**src/rtl/bnv_pkg.sv**
```systemverilog
// Notes on behaviour
// - The controller holds chip select high for at least the minimum recovery time between cycles.
// - The controller never holds chip select low beyond the longest allowed low time.
// - The controller gives every single access its own falling edge of chip select.
// - The controller never starts a new access by changing the address alone.
// - The controller takes no request while the supply is out of tolerance; an access already taken runs to its end regardless.
// - The controller keeps chip select low for at least 120 ns and at most 2,000 ns.
package bnv_pkg;
    // ****************************************
    // Clock and pin timing
    // ****************************************
    localparam int CLK_PERIOD_NS = 8;
    localparam int SELECT_MIN_NS = 120;
    localparam int SELECT_MAX_NS = 2000;
    localparam int ACCESS_NS = 120;
    localparam int RECOVERY_NS = 60;
    localparam int STROBE_MIN_NS = 40;
    localparam int HZ_NS = 15;
    // Least times round up, longest times round down
    localparam int SELECT_MIN_CYC = (SELECT_MIN_NS + CLK_PERIOD_NS - 1) / CLK_PERIOD_NS;
    localparam int SELECT_MAX_CYC = SELECT_MAX_NS / CLK_PERIOD_NS;
    localparam int ACCESS_CYC = (ACCESS_NS + CLK_PERIOD_NS - 1) / CLK_PERIOD_NS + 1;
    localparam int RECOVERY_CYC = (RECOVERY_NS + CLK_PERIOD_NS - 1) / CLK_PERIOD_NS;
    localparam int STROBE_MIN_CYC = (STROBE_MIN_NS + CLK_PERIOD_NS - 1) / CLK_PERIOD_NS;
    localparam int HZ_CYC = (HZ_NS + CLK_PERIOD_NS - 1) / CLK_PERIOD_NS;
    localparam int CNT_W = 8;
    // ****************************************
    // Geometry
    // ****************************************
    localparam int ADDR_W = 13;
    localparam int DATA_W = 8;
    localparam int ROW_BYTES = 4;
    localparam int ROW_LSB = 2;
    // ****************************************
    // Cycle sequencer states
    // ****************************************
    typedef enum logic [2:0] {
        BNV_IDLE,
        BNV_SETUP,
        BNV_ACCESS,
        BNV_FINISH,
        BNV_RECOVER
    } bnv_state_t;
endpackage

```
**src/rtl/bnv_timer_if.sv**
```systemverilog
`timescale 1ns/100ps
`default_nettype none
// Load and status of the phase timer
interface bnv_timer_if;
    logic load;
    logic [bnv_pkg::CNT_W-1:0] value;
    logic done;
    modport owner (output load, output value, input done);
    modport timer (input load, input value, output done);
endinterface
`default_nettype wire

```
**src/rtl/bnv_timer.sv**
```systemverilog
`timescale 1ns/100ps
`default_nettype none
// Down counter that times the access and precharge phases of a bus cycle
module bnv_timer (
    input wire logic clock,
    input wire logic resetn,
    bnv_timer_if.timer tif
);
    logic [bnv_pkg::CNT_W-1:0] count;
    logic [bnv_pkg::CNT_W-1:0] next_count;

    // ****************************************
    // Counter
    // ****************************************
    // Load wins, else count down to zero
    always_comb begin
        next_count = count;
        if (tif.load) begin
            next_count = tif.value;
        end else if (count != '0) begin
            next_count = count - 8'h01;
        end
    end

    always_ff @(posedge clock or negedge resetn) begin
        if (!resetn) begin
            count <= 8'h00;
        end else begin
            count <= next_count;
        end
    end

    assign tif.done = (count == '0) && !tif.load;
endmodule
`default_nettype wire

```
**src/rtl/bnv_ctrl.sv**
```systemverilog
`timescale 1ns/100ps
`default_nettype none
// Controller that runs one strobed cycle per request on the memory pins
module bnv_ctrl #(
    parameter int ADDR_W = bnv_pkg::ADDR_W,
    parameter int DATA_W = bnv_pkg::DATA_W
) (
    input wire logic clock,
    input wire logic resetn,
    input wire logic supply_ok,
    input wire logic req_valid,
    input wire logic req_write,
    input wire logic [ADDR_W-1:0] req_addr,
    input wire logic [DATA_W-1:0] req_wdata,
    output logic req_ready,
    output logic rsp_valid,
    output logic [DATA_W-1:0] rsp_rdata,
    output logic mem_sel_n,
    output logic mem_wr_n,
    output logic mem_oe_n,
    output logic [ADDR_W-1:0] mem_addr,
    output logic [DATA_W-1:0] bidir_data_bus_o,
    output logic bidir_data_bus_oe,
    input wire logic [DATA_W-1:0] bidir_data_bus_i
);
    bnv_pkg::bnv_state_t state, next_state;
    logic is_write, next_is_write;
    logic next_req_ready, next_rsp_valid;
    logic [DATA_W-1:0] next_rsp_rdata, next_dout;
    logic next_sel_n, next_wr_n, next_oe_n, next_doe;
    logic [ADDR_W-1:0] next_addr;
    logic [bnv_pkg::CNT_W-1:0] sel_low, next_sel_low;
    bnv_timer_if tif ();

    bnv_timer u_bnv_timer (
        .clock(clock),
        .resetn(resetn),
        .tif(tif)
    );

    // ****************************************
    // Cycle sequencer
    // ****************************************
    // Next pin, timer and handshake values
    always_comb begin
        next_state = state;
        next_is_write = is_write;
        next_req_ready = 1'b0;
        next_rsp_valid = 1'b0;
        next_rsp_rdata = rsp_rdata;
        next_sel_n = mem_sel_n;
        next_wr_n = mem_wr_n;
        next_oe_n = mem_oe_n;
        next_doe = bidir_data_bus_oe;
        next_dout = bidir_data_bus_o;
        next_addr = mem_addr;
        next_sel_low = mem_sel_n ? 8'h00 : sel_low + 8'h01;
        tif.load = 1'b0;
        tif.value = '0;
        unique case (state)
            bnv_pkg::BNV_IDLE: begin
                // No access while supply is out of tolerance
                if (req_valid && req_ready && supply_ok) begin
                    next_state = bnv_pkg::BNV_SETUP;
                    next_is_write = req_write;
                    next_addr = req_addr;
                    next_dout = req_wdata;
                end else begin
                    next_req_ready = supply_ok;
                end
            end
            bnv_pkg::BNV_SETUP: begin
                // Fresh falling edge per access, write strobe set on the same edge
                next_sel_n = 1'b0;
                next_wr_n = !is_write;
                next_doe = is_write;
                next_oe_n = is_write;
                tif.load = 1'b1;
                tif.value = 8'(bnv_pkg::SELECT_MIN_CYC - 1);
                next_state = bnv_pkg::BNV_ACCESS;
            end
            bnv_pkg::BNV_ACCESS: begin
                // Hold select low the least active time
                if (tif.done) begin
                    next_state = bnv_pkg::BNV_FINISH;
                end
            end
            bnv_pkg::BNV_FINISH: begin
                // Raise select; strobe rises with it
                next_sel_n = 1'b1;
                next_wr_n = 1'b1;
                next_oe_n = 1'b1;
                next_doe = 1'b0;
                if (!is_write) begin
                    next_rsp_rdata = bidir_data_bus_i;
                end
                next_rsp_valid = 1'b1;
                tif.load = 1'b1;
                tif.value = 8'(bnv_pkg::RECOVERY_CYC - 1);
                next_state = bnv_pkg::BNV_RECOVER;
            end
            bnv_pkg::BNV_RECOVER: begin
                // Precharge time before next falling edge
                if (tif.done) begin
                    next_state = bnv_pkg::BNV_IDLE;
                    next_req_ready = supply_ok;
                end
            end
            default: begin
                next_state = bnv_pkg::BNV_IDLE;
            end
        endcase
    end

    always_ff @(posedge clock or negedge resetn) begin
        if (!resetn) begin
            state <= bnv_pkg::BNV_IDLE;
            is_write <= 1'b0;
            req_ready <= 1'b0;
            rsp_valid <= 1'b0;
            rsp_rdata <= '0;
            mem_sel_n <= 1'b1;
            mem_wr_n <= 1'b1;
            mem_oe_n <= 1'b1;
            mem_addr <= '0;
            bidir_data_bus_o <= '0;
            bidir_data_bus_oe <= 1'b0;
            sel_low <= 8'h00;
        end else begin
            state <= next_state;
            is_write <= next_is_write;
            req_ready <= next_req_ready;
            rsp_valid <= next_rsp_valid;
            rsp_rdata <= next_rsp_rdata;
            mem_sel_n <= next_sel_n;
            mem_wr_n <= next_wr_n;
            mem_oe_n <= next_oe_n;
            mem_addr <= next_addr;
            bidir_data_bus_o <= next_dout;
            bidir_data_bus_oe <= next_doe;
            sel_low <= next_sel_low;
        end
    end
endmodule
`default_nettype wire

```
**config.mk**
```make
export PLATFORM = sky130hd
export DESIGN_NAME = bnv_ctrl
export DESIGN_NICKNAME = d
export VERILOG_FILES = /design/src/rtl/bnv_pkg.sv /design/src/rtl/bnv_timer_if.sv /design/src/rtl/bnv_timer.sv /design/src/rtl/bnv_ctrl.sv
export SDC_FILE = /design/constraint.sdc
export NUM_CORES = 1
export LEC_CHECK = 0
export BUFFER_PORTS_ARGS = -buffer_cell sky130_fd_sc_hd__buf_2
export CAP_MARGIN = 5
export CORE_UTILIZATION = 49
export CTS_CLUSTER_DIAMETER = 40
export DETAILED_ROUTE_END_ITERATION = 16
export PLACE_DENSITY = 0.8
export SYNTH_ARGS = -nofsm -noshare
export SYNTH_HDL_FRONTEND = slang
export SYNTH_SLANG_ARGS = --single-unit
```
**constraint.sdc**
```tcl
create_clock -name clock -period 2 [get_ports clock]
set_input_delay 0.4 -clock clock [delete_from_list [all_inputs] [get_ports clock]]
set_output_delay 0.4 -clock clock [all_outputs]
set_load 0.03 [all_outputs]
```
==> reports/summary.txt <==
Mapped Area - 1980 sq um
largest net degree at the start of global routing - 27
Worst-path clk slew - 0.08 ns
Synth async-reset ratio - 1.00
grt ovf - 0
detailed placement HPWL - 2.74 mm
residual DRC count - 0
Final GP Congestion - 0.820
Detailed Routing Iterations Pass 1 - 4
Synth area leader - dfrtp_1
maximum VDD drop - 0.892 mV
Power Density - 1620 nW/um^2
ratio of cells with drive above 1 in the final layout - 0.536
fill cell count - 285
Worst Setup Start Kind - flip-flop
Least-Margin Pin Slew - 0.593 ns
status - finished clean
cell row count - 22
CTS tree - done
CP Capture Type - flip-flop
Die Wd - 65.6 microns
highest achievable clock rate - 585 MHz
Tmin final - 1.71 ns
CP peak stage delay - 0.52 ns
Seq/Total Area, Yosys - 0.596
Worst Path Required - 2.22 ns
clk sink count - 47
top cells by area, synth - dfrtp_1, mux2_2, dfstp_2
Placeable Area - 3770 sq um
final std cells w/o fill - 272
cells resized by post-CTS repair - 0
WS Path Type - flip-flop to flip-flop
post-route cell area - 2510 sq um
Ant. Diodes - 0
Ports - 69
Placed Area - 2410 sq um
Post-CTS Repair Setup Buffers - 0
layout net count - 259
Slew Limit Fails - 0
H-Tree Depth - 2
Layout area overhead - 26.7%
pre-CTS WS - 0.288 ns
Post-Syn Area per Cell - 13.7 sq um
Clock Path Buffers - 2
die area - 4300 sq um
Max-cap violations - 0
P_leak - 1.26 nW
die height - 65.6 microns
Slowest-stage cell, CP - or4b_1
crit path DAT - 1.93 ns
Port Buf Inserts - 68
Global Route Usage Sum - 0.198
Crit path max-delay family - simple AND/OR/NAND/NOR gates
Warnings, synthesis - 0
Tot Pwr - 4.07 mW
Root Buffer - clkbuf_8
CP Cell Sequence - inv_1 > ha_1 > or4b_1 > o21ai_0 > nor3b_1
starting density of the core - 0.525
setup TNS - 0 ns
Hold Buf Count CTS - 0
wire per inst - 14.0 microns
Final setup viols - 0
vias per inst - 5.24
Synth Instances - 145
placed insts - 264
Post-synth EDFFs - 0
HP Class - primary input to asynchronous set/reset pin
Final ANT Viol Nets - 0
first-pass GRT wire length - 6.38 mm
initial antenna violation count - 0
clk_lat worst skew - 0.30 ns
1st-iter DRT viols - 53
WP buf/inv - 1
Post-Syn Nets - 181
share of the synthesized area in the top cell type - 0.556
CTS buffer count - 5
DR vias - 1425
Seq cells post-synth - 47
fin crit share - 0.855
worst setup margin - 0.290 ns
Max-slew headroom - 0.601
final WL - 3.81 mm
Final Hold Viols - 0
top_reg_cell synth - dfrtp_1
RSZ-0062 raised after global routing - false
crit path max fanout - 4
Synth cell types - 38
vias in the first global route - 1454
clock skew - 0.00498 ns
==> cell families after synthesis <==
group                    count (synthesis)  share of synthesized area
adder cells (fa/ha/maj)                  2                     0.0126
multiplexers                            31                      0.176
buffers and inverters                    9                     0.0272
flip-flops                              47                      0.596
XOR/XNOR                                 1                    0.00442
AND/OR/NAND/NOR                         34                      0.118
AO/OA/AOI/OAI                           21                     0.0663
==> per-stage QoR <==
stage | hold WS, ns | utilization
after detailed placement | 0.392 | 0.640
after CTS | 0.0661 | 0.666
after global placement | 0.395 | 0.640
after floorplan | 0.104 | -
after global routing | 0.0994 | 0.666
final | 0.0541 | 0.666
==> worst reg2reg max path: cells and delay by family, from the launching register on <==
| kind | cells | cell delay, ns |
|---|---|---|
| AND/OR/NAND/NOR | 2 | 0.73 |
| flip-flops | 1 | 0.39 |
| AO/OA/AOI/OAI | 1 | 0.25 |
| adder cells (fa/ha/maj) | 1 | 0.17 |
| buffers and inverters | 1 | 0.10 |
==> final timing paths <==
check	start	end	slack [ns]	cells past startpoint
max in group asynchronous	resetn	mem_sel_n$_DFFE_PN1N_	1.36	2
worst max register to register	u_bnv_timer.count[0]$_DFFE_PN0P_	req_ready$_DFF_PN0_	0.29	5
min in group clock	req_wdata[2]	bidir_data_bus_o[2]$_DFFE_PN0P_	0.32	2
worst min register to register	mem_sel_n$_DFFE_PN1N_	mem_sel_n$_DFFE_PN1N_	0.46	2
worst max-delay path	u_bnv_timer.count[0]$_DFFE_PN0P_	req_ready$_DFF_PN0_	0.29	5
worst min-delay path	resetn	bidir_data_bus_o[0]$_DFFE_PN0P_	0.05	1
==> layout make-up <==
type                       instances  area (sq um)  area share
clock buffer                       7          86.3      0.0344
clock inverter                     1          8.76     0.00349
inverter                           4          15.0     0.00598
multi-input combinational         89           747       0.298
sequential                        47          1180       0.470
tap                               48          60.1      0.0239
timing repair buffer              76           413       0.165
==> cell usage in the layout, fill, tap and decap left out, drive strengths merged <==
| master | n |
|---|---|
| xnor2 | 1 |
| a21o | 2 |
| nor4b | 1 |
| nor2b | 2 |
| clkinv | 1 |
| o31ai | 3 |
| o2111ai | 1 |
| ha | 2 |
| nor3 | 5 |
| and4b | 1 |
| dfstp | 3 |
| inv | 4 |
| a21oi | 6 |
| o211ai | 1 |
| nor2 | 5 |
| dfrtp | 44 |
| nor4 | 1 |
| a31oi | 1 |
| mux2 | 30 |
| nand2b | 3 |
| or3b | 1 |
| nor3b | 3 |
| or4 | 1 |
| or3 | 2 |
| or4b | 2 |
| o21ai | 5 |
| buf | 76 |
| clkbuf | 7 |
| a211o | 1 |
| mux2i | 1 |
| a21boi | 1 |
| nand2 | 7 |
==> routing by layer <==
| layer | vias to the layer above | track usage | routed length [microns] |
|---|---|---|---|
| met1 | 690 | 0.242 | 1650 |
| met2 | 52 | 0.326 | 1860 |
| met4 | 0 | 0.0734 | 62 |
| li1 | 676 | - | - |
| met5 | - | 0 | 0 |
| met3 | 7 | 0.0660 | 224 |
==> cells in the mapped netlist (2+ instances only) <==
cell / instances
dfrtp_1: 44
mux2_2: 29
nand2_1: 7
a21oi_1: 6
nor2_1: 5
inv_1: 4
nor3_1: 4
o21ai_0: 4
dfstp_2: 3
nand2b_1: 3
o31ai_1: 3
a21o_1: 2
buf_6: 2
ha_1: 2
nor2b_1: 2
nor3b_1: 2
or4b_1: 2
==> flip-flops by register name (all words and copies together), names as in the netlist <==
| name | flops |
|---|---|
| req_ready | 1 |
| mem_addr | 13 |
| mem_wr_n | 1 |
| bidir_data_bus_oe | 1 |
| mem_sel_n | 1 |
| is_write | 1 |
| rsp_rdata | 8 |
| rsp_valid | 1 |
| mem_oe_n | 1 |
| bidir_data_bus_o | 8 |
| u_bnv_timer.count | 8 |
| state | 3 |
==> power breakdown <==
part           total [mW]  leakage, nW  internal (mW)  switching [mW]
Sequential           1.64        0.582           1.38           0.261
Clock               0.595       0.0484          0.283           0.311
Combinational        1.84        0.627          0.710            1.13
Total                4.07         1.26           2.37            1.70
Note: power is estimated with default switching activity, not from simulation.
